File: config.mk
export PLATFORM = sky130hd
export DESIGN_NAME = tof_device_flat
export DESIGN_NICKNAME = d
export VERILOG_FILES = /design/src/tof_pkg.sv /design/src/tof_link_if.sv /design/src/tof_device.sv /design/src/flat_wrapper.sv
export VERILOG_INCLUDE_DIRS = /design/src
export SDC_FILE = /design/constraint.sdc
export NUM_CORES = 1
export LEC_CHECK = 0
export BUFFER_PORTS_ARGS = -buffer_cell sky130_fd_sc_hd__buf_2
export CORE_ASPECT_RATIO = 1.75
export CORE_MARGIN = 3
export CORE_UTILIZATION = 30
export CTS_CLUSTER_SIZE = 8
export DETAILED_ROUTE_END_ITERATION = 6
export SKIP_CTS_REPAIR_TIMING = 1
export SYNTH_ARGS = -nofsm -noshare
export SYNTH_HDL_FRONTEND = slang
export SYNTH_SLANG_ARGS = --single-unit
File: constraint.sdc
create_clock -name pclk -period 4.36 [get_ports pclk]
set_input_delay 0.654 -clock pclk [delete_from_list [all_inputs] [get_ports pclk]]
set_output_delay 0.654 -clock pclk [all_outputs]
set_load 0.05 [all_outputs]
File: src/tof_consts.svh
// Purpose: shared constants of the time-of-flight readout link
// Assumes: included by bare name from the device, host and test files
// Notes: device offsets are link addresses, host offsets are apb bytes
`ifndef TOF_CONSTS_SVH
`define TOF_CONSTS_SVH
`define PCLK_MHZ 200
`define ROWS 60
`define COLS 160
// ****************************************
// device register map
// ****************************************
`define REG_DIV 8'h88
`define REG_SIR 8'h9d
`define REG_RAMP 8'hcd
`define REG_MODE 8'he0
`define REG_OUTC 8'he1
`define REG_PLEN 8'he2
`define REG_SLEN 8'he3
`define REG_TLO 8'he4
`define REG_THI 8'he5
`define REG_STAT 8'he6
`define DIV_RST 8'h3f
`define SIR_RST 8'h50
`define RAMP_RST 8'h13
`define MODE_RST 8'h00
`define OUTC_RST 8'h05
`define LEN_RST 8'h40
// ****************************************
// field positions
// ****************************************
`define M_DUAL 0
`define M_SECOND 1
`define M_PAIR 2
`define M_GRAY 3
`define M_SKIP 4
`define M_TWOS 5
`define O_FMT_LO 0
`define O_SATSEL 2
`define O_FORCE 3
`define R_RESSEL 3
`define R_NUMLSB_LO 6
`define FMT_8BIT 2'h3
`define SAT_CODE 12'hfff
// ****************************************
// conversion times per row
// ****************************************
`define CONV8_NS 12250
`define CONV9_NS 13125
`define CONV10_NS 14000
`define CONV11_NS 14875
`define CONV12_NS 15750
`define NS_TO_CYC(ns) ((((ns) * `PCLK_MHZ) + 999) / 1000)
// ****************************************
// host: resolution tables, index 0 = 8 bit
// ****************************************
`define TBL_RAMP 40'h13db9b5b1b
`define TBL_DIV 40'h3f3a342e27
`define TBL_SIR 40'h5049423b34
`define H_CTRL 8'h00
`define H_RES 8'h04
`define H_CMD 8'h08
`define H_STAT 8'h0c
`define H_KEPT 8'h10
`define H_DISC 8'h14
`define H_FRAMES 8'h18
`endif

File: src/tof_pkg.sv
// Purpose: types shared by both ends of the readout link
// Assumes: nothing
// Notes: sequencer states are gray coded along the usual path; host wait to idle flips both bits
package tof_pkg;
  typedef logic [1:0] gate_t;
  typedef enum logic [1:0] {
    S_IDLE = 2'b00, S_INTEG = 2'b01, S_CONV = 2'b11, S_STREAM = 2'b10
  } seq_state_t;
  typedef enum logic [1:0] {
    H_IDLE = 2'b00, H_REQ = 2'b01, H_WAIT = 2'b11
  } host_state_t;
endpackage

File: src/tof_link_if.sv
// Purpose: link between the imager readout and its receiving host
// Assumes: both ends clocked by the same pclk
// Notes: register port is a one-cycle strobe answered by reg_ack
`timescale 1ns/1ps
`default_nettype none
interface tof_link_if;
  logic shutter;
  logic reg_wr;
  logic reg_rd;
  logic [7:0] reg_addr;
  logic [7:0] reg_wdata;
  logic [7:0] reg_rdata;
  logic reg_ack;
  logic vsync;
  logic hsync;
  logic [11:0] pix_data;
  logic sat_pin;
  modport dev(input shutter, reg_wr, reg_rd, reg_addr, reg_wdata,
    output reg_rdata, reg_ack, vsync, hsync, pix_data, sat_pin);
  modport host(output shutter, reg_wr, reg_rd, reg_addr, reg_wdata,
    input reg_rdata, reg_ack, vsync, hsync, pix_data, sat_pin);
endinterface
`default_nettype wire

File: src/tof_device.sv
// Purpose: imager readout control: gate groups, adc resolution, row
//   readout with saturation flag, temperature accumulation
// Assumes: link strobes synchronous to pclk, one access at a time
// Notes: pixel and temperature codes arrive on plain inputs
//
// What this block does
// RL1 - dual phase mode: groups capture samples 0/2, 1/3
// RL2 - phase mode still reads all 160x60 pixels
// RL3 - hdr mode: same phases, separate stop times
// RL4 - hdr: upper primary length, lower secondary length
// RL5 - either hdr length may be the shorter
// RL6 - adc 12 bit default, reducible to 8..11
// RL7 - row conversion 12.25 to 15.75 us
// RL8 - host programs signed resolution table values
// RL9 - host rewrites ramp current and divider together
// RL10 - 8 bit: resolution select 1, lsb count 00
// RL11 - reduced resolution combines with 8 bit format
// RL12 - grayscale sign bit: 1 unsigned, 0 signed
// RL13 - sign skip at 8 bit converts 9 bits
// RL14 - sign skip: lsb counts give 10/11/12 bits
// RL15 - host programs sign-skip table values
// RL16 - saturation flag with every sample
// RL17 - binning: flag on any gate or sum
// RL18 - flag on sync pin with data bits
// RL19 - saturation forcing outputs 0xfff
// RL20 - host discards 0xfff samples when forcing
// RL21 - temperature summed over four rows, 14 bit
// RL22 - frame start clears temperature accumulator and valid bit
// RL23 - temperature sum readable during acquisition
// RL24 - mode changes take effect at frame start
`timescale 1ns/1ps
`default_nettype none
`include "tof_consts.svh"
module tof_device #(
  parameter int ROWS = `ROWS,
  parameter int COLS = `COLS
) (
  input wire logic pclk,
  input wire logic presetn,
  tof_link_if.dev link,
  input wire logic [11:0] pix_code,
  input wire logic pix_gate_sat,
  input wire logic pix_sum_sat,
  input wire logic [11:0] temp_code,
  output tof_pkg::gate_t upper_gate_group,
  output tof_pkg::gate_t lower_gate_group
);
  import tof_pkg::*;
  localparam int RW = $clog2(ROWS);
  localparam int CW = $clog2(COLS);

  // ****************************************
  // helpers
  // ****************************************
  function automatic logic [11:0] conv_cyc(input logic [3:0] bits);
    case (bits)
      4'd8: conv_cyc = 12'(`NS_TO_CYC(`CONV8_NS)); // RL7
      4'd9: conv_cyc = 12'(`NS_TO_CYC(`CONV9_NS));
      4'd10: conv_cyc = 12'(`NS_TO_CYC(`CONV10_NS));
      4'd11: conv_cyc = 12'(`NS_TO_CYC(`CONV11_NS));
      default: conv_cyc = 12'(`NS_TO_CYC(`CONV12_NS));
    endcase
  endfunction

  function automatic logic [1:0] wave(input logic [1:0] ph,
                                      input logic [1:0] k,
                                      input logic on);
    logic [1:0] p;
    p = ph + k;
    wave = on ? {~p[1], p[1]} : 2'b00;
  endfunction

  // ****************************************
  // registers
  // ****************************************
  logic [7:0] div_r, sir_r, ramp_r, mode_r, outc_r, plen_r, slen_r;
  logic [7:0] act_ramp_r, act_mode_r, act_outc_r, act_plen_r, act_slen_r;
  logic [13:0] tsum_r, tacc_r;
  logic [2:0] tcnt_r;
  logic tvalid_r;
  seq_state_t st_r;
  logic [11:0] cnt_r;
  logic [RW-1:0] row_r;
  logic [CW-1:0] col_r;
  logic [1:0] ph_r;

  wire acc_wr = link.reg_wr;
  wire [7:0] a = link.reg_addr;
  wire idle = (st_r == S_IDLE);
  wire start = idle && link.shutter;

  always_ff @(posedge pclk or negedge presetn) begin
    if (!presetn) begin
      div_r <= `DIV_RST;
      sir_r <= `SIR_RST;
      ramp_r <= `RAMP_RST; // RL6
      mode_r <= `MODE_RST;
      outc_r <= `OUTC_RST;
      plen_r <= `LEN_RST;
      slen_r <= `LEN_RST;
    end else if (acc_wr) begin
      if (a == `REG_DIV) div_r <= link.reg_wdata;
      if (a == `REG_SIR) sir_r <= link.reg_wdata;
      if (a == `REG_RAMP) ramp_r <= link.reg_wdata;
      if (a == `REG_MODE) mode_r <= link.reg_wdata;
      if (a == `REG_OUTC) outc_r <= link.reg_wdata;
      if (a == `REG_PLEN) plen_r <= link.reg_wdata;
      if (a == `REG_SLEN) slen_r <= link.reg_wdata;
    end
  end

  // software may rewrite settings mid-frame; the frame keeps its copy
  always_ff @(posedge pclk or negedge presetn) begin
    if (!presetn) begin
      act_ramp_r <= `RAMP_RST;
      act_mode_r <= `MODE_RST;
      act_outc_r <= `OUTC_RST;
      act_plen_r <= `LEN_RST;
      act_slen_r <= `LEN_RST;
    end else if (start) begin
      act_ramp_r <= ramp_r; // RL24
      act_mode_r <= mode_r; // RL24
      act_outc_r <= outc_r;
      act_plen_r <= plen_r;
      act_slen_r <= slen_r;
    end
  end

  // ****************************************
  // mode and resolution decode
  // ****************************************
  wire dual = act_mode_r[`M_DUAL];
  wire hdr = dual && act_mode_r[`M_SECOND];
  wire phs = dual && !act_mode_r[`M_SECOND];
  wire res_sel = act_ramp_r[`R_RESSEL];
  wire [1:0] numlsb = act_ramp_r[`R_NUMLSB_LO +: 2];
  wire skip = act_mode_r[`M_SKIP] && res_sel;
  // 8 bit needs res_sel 1 and numlsb 00; skip adds one converted bit
  wire [3:0] eff_bits = res_sel ? 4'd8 + {2'b00, numlsb} : 4'd12; // RL10
  wire [3:0] cbits = eff_bits + {3'b000, skip}; // RL13 RL14
  wire [11:0] conv_len = conv_cyc(cbits); // RL7
  wire [7:0] low_len = hdr ? act_slen_r : act_plen_r; // RL4
  // no ordering between the two lengths: run to the longer one
  wire [7:0] int_len = (low_len > act_plen_r) ? low_len : act_plen_r; // RL5
  wire [1:0] up_k = {act_mode_r[`M_PAIR], 1'b0};
  wire [1:0] lo_k = phs ? up_k + 2'd1 : up_k; // RL1 RL3
  wire integ = (st_r == S_INTEG);
  wire up_on = integ && (cnt_r < {4'h0, act_plen_r}); // RL4
  wire lo_on = integ && (cnt_r < {4'h0, low_len}); // RL3

  // ****************************************
  // row sequencer
  // ****************************************
  wire conv_done = (st_r == S_CONV) && (cnt_r == conv_len - 12'd1);
  wire row_end = (st_r == S_STREAM) && (col_r == CW'(COLS - 1));
  wire last_row = (row_r == RW'(ROWS - 1));
  wire row_tick = (st_r == S_CONV) && (cnt_r == 12'd0);

  always_ff @(posedge pclk or negedge presetn) begin
    if (!presetn) begin
      st_r <= S_IDLE;
      cnt_r <= 12'h000;
      row_r <= '0;
      col_r <= '0;
    end else begin
      case (st_r)
        S_IDLE: begin
          cnt_r <= 12'h000;
          if (link.shutter) st_r <= S_INTEG;
        end
        S_INTEG: begin
          cnt_r <= cnt_r + 12'd1;
          if (cnt_r >= {4'h0, int_len}) begin
            st_r <= S_CONV;
            cnt_r <= 12'h000;
            row_r <= '0;
          end
        end
        S_CONV: begin
          cnt_r <= cnt_r + 12'd1;
          if (conv_done) begin
            st_r <= S_STREAM;
            col_r <= '0;
          end
        end
        S_STREAM: begin
          col_r <= col_r + CW'(1);
          if (row_end) begin
            cnt_r <= 12'h000;
            // whole array every frame, in every dual mode
            if (last_row) st_r <= S_IDLE; // RL2
            else begin
              row_r <= row_r + RW'(1);
              st_r <= S_CONV;
            end
          end
        end
        default: st_r <= S_IDLE;
      endcase
    end
  end

  always_ff @(posedge pclk or negedge presetn) begin
    if (!presetn) begin
      ph_r <= 2'b00;
      upper_gate_group <= 2'b00;
      lower_gate_group <= 2'b00;
    end else begin
      ph_r <= ph_r + 2'd1;
      upper_gate_group <= wave(ph_r, up_k, up_on); // RL1 RL3
      lower_gate_group <= wave(ph_r, lo_k, lo_on); // RL1 RL3
    end
  end

  // ****************************************
  // sample formatting
  // ****************************************
  wire gray = act_mode_r[`M_GRAY];
  wire twos = act_mode_r[`M_TWOS];
  wire f8 = (act_outc_r[`O_FMT_LO +: 2] == `FMT_8BIT); // RL11
  wire satsel = act_outc_r[`O_SATSEL];
  wire force_sat = act_outc_r[`O_FORCE];
  wire sat = pix_gate_sat | pix_sum_sat; // RL17
  wire [11:0] mask = 12'hfff << (4'd12 - cbits);
  wire [11:0] v0 = pix_code & mask;
  // single-ended conversion always carries a fixed sign msb
  wire [11:0] v1 = gray ? {~twos, v0[10:0]} : v0; // RL12
  wire [11:0] v2 = skip ? {v1[10:0], 1'b0} : v1; // RL13
  wire [11:0] v3 = f8 ? {4'h0, v2[11:4]} : v2; // RL11
  wire [11:0] vout = (force_sat && sat) ? `SAT_CODE : v3; // RL19
  wire streaming = (st_r == S_STREAM);

  always_ff @(posedge pclk or negedge presetn) begin
    if (!presetn) begin
      link.hsync <= 1'b0;
      link.vsync <= 1'b0;
      link.pix_data <= 12'h000;
      link.sat_pin <= 1'b0;
    end else begin
      link.hsync <= streaming;
      link.vsync <= (st_r == S_CONV) || streaming;
      link.pix_data <= streaming ? vout : 12'h000;
      // flag travels in the same cycle as its data word
      link.sat_pin <= satsel ? (streaming && sat) // RL16 RL18
                             : (row_end && last_row);
    end
  end

  // ****************************************
  // temperature accumulation
  // ****************************************
  always_ff @(posedge pclk or negedge presetn) begin
    if (!presetn) begin
      tacc_r <= 14'h0000;
      tcnt_r <= 3'd0;
      tsum_r <= 14'h0000;
      tvalid_r <= 1'b0;
    end else if (start) begin
      tacc_r <= 14'h0000; // RL22
      tcnt_r <= 3'd0;
      tvalid_r <= 1'b0; // RL22
    end else if (row_tick) begin
      if (tcnt_r == 3'd3) begin
        tsum_r <= tacc_r + {2'b00, temp_code}; // RL21
        tvalid_r <= 1'b1;
        tacc_r <= 14'h0000;
        tcnt_r <= 3'd0;
      end else begin
        tacc_r <= tacc_r + {2'b00, temp_code}; // RL21
        tcnt_r <= tcnt_r + 3'd1;
      end
    end
  end

  // ****************************************
  // register read port
  // ****************************************
  wire [7:0] rd_val =
    (a == `REG_DIV) ? div_r :
    (a == `REG_SIR) ? sir_r :
    (a == `REG_RAMP) ? ramp_r :
    (a == `REG_MODE) ? mode_r :
    (a == `REG_OUTC) ? outc_r :
    (a == `REG_PLEN) ? plen_r :
    (a == `REG_SLEN) ? slen_r :
    (a == `REG_TLO) ? tsum_r[7:0] : // RL23
    (a == `REG_THI) ? {tvalid_r, 1'b0, tsum_r[13:8]} : // RL23
    (a == `REG_STAT) ? {6'h00, st_r} : 8'h00;

  always_ff @(posedge pclk or negedge presetn) begin
    if (!presetn) begin
      link.reg_ack <= 1'b0;
      link.reg_rdata <= 8'h00;
    end else begin
      link.reg_ack <= link.reg_wr | link.reg_rd;
      if (link.reg_rd) link.reg_rdata <= rd_val;
    end
  end
endmodule
`default_nettype wire

File: src/flat_wrapper.sv
// flat-port wrapper written by rule: the top's interface ports become plain ports
module tof_device_flat import tof_pkg::*;
#(
  parameter int ROWS = `ROWS,
  parameter int COLS = `COLS
)
  (pclk, presetn, pix_code, pix_gate_sat, pix_sum_sat, temp_code, upper_gate_group, lower_gate_group, link_shutter, link_reg_wr, link_reg_rd, link_reg_addr, link_reg_wdata, link_reg_rdata, link_reg_ack, link_vsync, link_hsync, link_pix_data, link_sat_pin);
  tof_link_if link_i ();
  input wire logic pclk;
  input wire logic presetn;
  input wire logic [11:0] pix_code;
  input wire logic pix_gate_sat;
  input wire logic pix_sum_sat;
  input wire logic [11:0] temp_code;
  output tof_pkg::gate_t upper_gate_group;
  output tof_pkg::gate_t lower_gate_group;
  input wire logic [$bits(link_i.shutter)-1:0] link_shutter;
  input wire logic [$bits(link_i.reg_wr)-1:0] link_reg_wr;
  input wire logic [$bits(link_i.reg_rd)-1:0] link_reg_rd;
  input wire logic [$bits(link_i.reg_addr)-1:0] link_reg_addr;
  input wire logic [$bits(link_i.reg_wdata)-1:0] link_reg_wdata;
  output wire logic [$bits(link_i.reg_rdata)-1:0] link_reg_rdata;
  output wire logic [$bits(link_i.reg_ack)-1:0] link_reg_ack;
  output wire logic [$bits(link_i.vsync)-1:0] link_vsync;
  output wire logic [$bits(link_i.hsync)-1:0] link_hsync;
  output wire logic [$bits(link_i.pix_data)-1:0] link_pix_data;
  output wire logic [$bits(link_i.sat_pin)-1:0] link_sat_pin;
  assign link_i.shutter = link_shutter;
  assign link_i.reg_wr = link_reg_wr;
  assign link_i.reg_rd = link_reg_rd;
  assign link_i.reg_addr = link_reg_addr;
  assign link_i.reg_wdata = link_reg_wdata;
  assign link_reg_rdata = link_i.reg_rdata;
  assign link_reg_ack = link_i.reg_ack;
  assign link_vsync = link_i.vsync;
  assign link_hsync = link_i.hsync;
  assign link_pix_data = link_i.pix_data;
  assign link_sat_pin = link_i.sat_pin;
  tof_device #(.ROWS(ROWS), .COLS(COLS)) u_core (.pclk(pclk), .presetn(presetn), .link(link_i), .pix_code(pix_code), .pix_gate_sat(pix_gate_sat), .pix_sum_sat(pix_sum_sat), .temp_code(temp_code), .upper_gate_group(upper_gate_group), .lower_gate_group(lower_gate_group));
endmodule
==> metrics.md <==
| Metric | Value |
|---|---|
| Outcome | finished, final reports clean |
| RSZ-0062 raised after global routing | no |
| Max incr delay on CP | 0.43 ns |
| Cells after DPL | 1488 |
| Leakage power | 5.32 nW |
| I/O Pins | 75 |
| H-tree depth | 4 |
| PortBufs | 74 |
| Initial core utilization | 30.6% |
| Net Count, Synth | 1098 |
| Clock Path Buffers | 2 |
| Worst-path fanout max | 22 |
| Gr ovfl total | 0 |
| Drt drc | 0 |
| Netlist cell types | 79 |
| Final #Nets | 1161 |
| Max-slew headroom | 45.4% |
| PwrDens | 421 nW/um^2 |
| N_diodes | 0 |
| Routed via count | 7973 |
| DP HPWL | 20.8 mm |
| Die X | 145 um |
| Post-synth ARST share | 100% |
| Row Count | 88 |
| Fmax | 0.250 GHz |
| Drt pass-1 iters | 5 |
| Area growth syn-to-layout | 14.0% |
| Tot Pwr | 4.89 mW |
| Cell Chain, Critical Path | nand2_2 > mux2_2 > ha_1 > and3_1 > nand4_1 > o21ai_0 > a21oi_4 > mux2i_1 > ha_1 > nand2b_1 > a211oi_1 > o32ai_1 > o211ai_2 > buf_4 > a41oi_1 > a31oi_1 |
| Core Footprint | 33300 sq um |
| Die ar. | 36300 sq um |
| Synth warn | 0 |
| Register area share after synthesis | 43.2% |
| Cts bufs inserted | 17 |
| Post-synth EDFFs | 0 |
| Peak VDD IR | 0.347 mV |
| Post-route insts no fill | 1520 |
| Vias in the first global route | 8054 |
| Gpl congestion | 0.887 |
| Filler cell count | 3442 |
| Synth Register Bits | 175 |
| Initial DRC count | 477 |
| Worst Reg-to-Reg Cells | 16 |
| Post-Syn Area | 10200 sq um |
| GR Util All Layers | 15.0% |
| Clock Pin Slew Worst Setup and Hold Paths | 0.07 ns |
| Crit path time final | 3.99 ns |
| Worst path slowest cell | dfrtp_1 |
| Worst Tran Pin Value | 0.820 ns |
| Initial antenna violation count | 0 |
| Hold WC Path Type | input port to async pin |
| Routed length per instance | 17.8 um |
| WS Path Type | flip-flop to flip-flop |
| Worst Skew | 0.00916 ns |
| Critical path endpoint category | flip-flop |
| Crit share post-route | 91.6% |
| Commonest non-fill, non-tap cell in the layout | dfrtp_1 |
| Fin. max-slew vios | 0 |
| Crit-path most repeated cell | ha_1 |
| Commonest non-fill, non-tap cells in the layout | dfrtp_1 (156), nand2_1 (97), mux2_2 (92), buf_2 (73), nor2_1 (62) |
| Clk_lat worst skew | 0.44 ns |
| Setup violations, final | 0 |
| Die height | 250 um |
| Root Buffer | clkbuf_16 |
| Final hold viol count | 0 |
| Total clock sinks | 175 |
| Ys flop type | dfrtp_1 |
| Arrival time worst endpoint | 4.36 ns |
| Largest net degree at the start of global routing | 87 |
| Critical path data required time | 4.72 ns |
| CTS tree | built |
| First-pass GRT wire length | 44.0 mm |
| Drt total wl | 27.0 mm |
| Layout cells sized above 1 | 24.1% |
| Syn Inst Count | 994 |
| Avg Inst Size Synth | 10.3 sq um |
| Vias per cell | 5.25 |
| Final ANT Viol Nets | 0 |
| Startpoint types | flip-flop |
| Max cap viols | 0 |
## metrics by stage
stage	util, %	cell area [sq um]	TNS [ns]	hold WS, ns	worst slack (ns)
global placement	33.1	11000	-0.0446	0.464	-0.0185
CTS	34.9	11600	-0.962	0.270	-0.157
floorplan	-	10200	0	0.358	0.357
detailed placement	33.1	11000	-0.592	0.469	-0.104
finish	34.9	11600	0	0.233	0.367
global route	34.9	11600	0	0.309	0.0828
## worst paths after layout
| path | slack [ns] | start | endpoint |
|---|---|---|---|
| worst max-delay path | 0.37 | u_core.act_mode_r[0]$_DFFE_PN0P_ | u_core.cnt_r[3]$_DFFE_PN0P_ |
| worst min-delay path | 0.23 | presetn | u_core.link.pix_data[1]$_DFF_PN0_ |
| worst max register to register | 0.37 | u_core.act_mode_r[0]$_DFFE_PN0P_ | u_core.cnt_r[3]$_DFFE_PN0P_ |
| worst min register to register | 0.48 | u_core.ph_r[0]$_DFF_PN0_ | u_core.ph_r[0]$_DFF_PN0_ |
| max in group asynchronous | 3.09 | presetn | u_core.row_r[5]$_DFFE_PN0P_ |
| min in group pclk | 0.48 | u_core.ph_r[0]$_DFF_PN0_ | u_core.ph_r[0]$_DFF_PN0_ |
## worst max-delay path: cells and delay by family (launching register included)
kind | cells | cell delay (ns)
muxes | 2 | 0.64
adders and majority gates | 2 | 0.54
DFF | 1 | 0.43
and+or+nand+nor | 4 | 0.64
buffers and inverters | 1 | 0.26
AOI/OAI and AO/OA | 7 | 1.41
## metal layers
layer	part of all wire [%]	track usage (%)	wire [um]	up-vias
met1	38	16.6	10300	3947
met3	2.9	2.09	777	61
met2	55	28.1	14900	202
met5	0	0	0	-
met4	3.9	6.85	1050	0
li1	-	-	-	3763
## final cells by class
type	count	area (sq um)	share of cell area, %
clock buffers	18	439	3.78
clock inverters	14	173	1.49
inverters	32	120	1.03
multi-input cells	744	5450	46.9
flip-flops and latches	175	4400	37.9
well taps	450	563	4.85
repair buffers	87	474	4.08
## cells in the mapped netlist, types with 4 or more instances
master,number,area [sq um]
inv_1,31,116
and3_1,12,75.1
nor2_1,62,233
mux2_4,9,135
xor2_1,15,131
a221oi_1,7,61.3
ha_1,56,701
a31oi_1,20,125
buf_1,4,15.0
clkbuf_1,24,90.1
nand2b_1,20,125
o211ai_1,5,37.5
o31ai_1,6,45.0
o21a_1,9,67.6
nand4_1,9,56.3
nor2b_1,12,75.1
and2_1,6,37.5
a22o_1,13,114
a22oi_1,5,37.5
dfstp_2,19,499
nand3b_1,8,60.1
buf_6,5,56.3
a21o_1,14,105
a41oi_1,5,43.8
a211oi_1,9,67.6
a211o_1,4,35.0
o21ai_0,49,245
nand2_1,98,368
nand3_1,25,125
buf_2,6,30.0
mux2i_1,13,130
o22ai_1,12,75.1
xnor2_1,17,149
nor4_1,4,25.0
dfrtp_1,156,3900
mux2_2,92,1040
a21oi_1,51,255
nor3_1,22,110
## logic make-up after synthesis
logic type / count (synthesis) / synth area share [%]
simple gates: 302 / 14.6
flops: 175 / 43.2
xor+xnor: 34 / 3.13
compound gates: 237 / 15.7
fa+ha+maj: 57 / 7.07
mux: 114 / 12.8
buf+inv: 75 / 3.52
## registers in the layout, summed over array words and instances, names as in the netlist, 4 cells and up
register and count:
u_core.div_r 8, u_core.tacc_r 14, u_core.col_r 8, u_core.slen_r 8, u_core.act_plen_r 8, u_core.tsum_r 14, u_core.mode_r 8, u_core.act_slen_r 8
u_core.ramp_r 8, u_core.row_r 6, u_core.link.reg_rdata 8, u_core.act_mode_r 6, u_core.plen_r 8, u_core.outc_r 8, u_core.sir_r 8, u_core.act_outc_r 4
u_core.cnt_r 12, u_core.link.pix_data 12
## report_power, final
group	internal, mW	switching, mW	leakage, nW
clock network	0.882	0.709	0.299
logic	0.573	0.699	2.75
registers	1.80	0.229	2.27
total	3.26	1.64	5.32
Note: power is estimated with default switching activity, not from simulation.
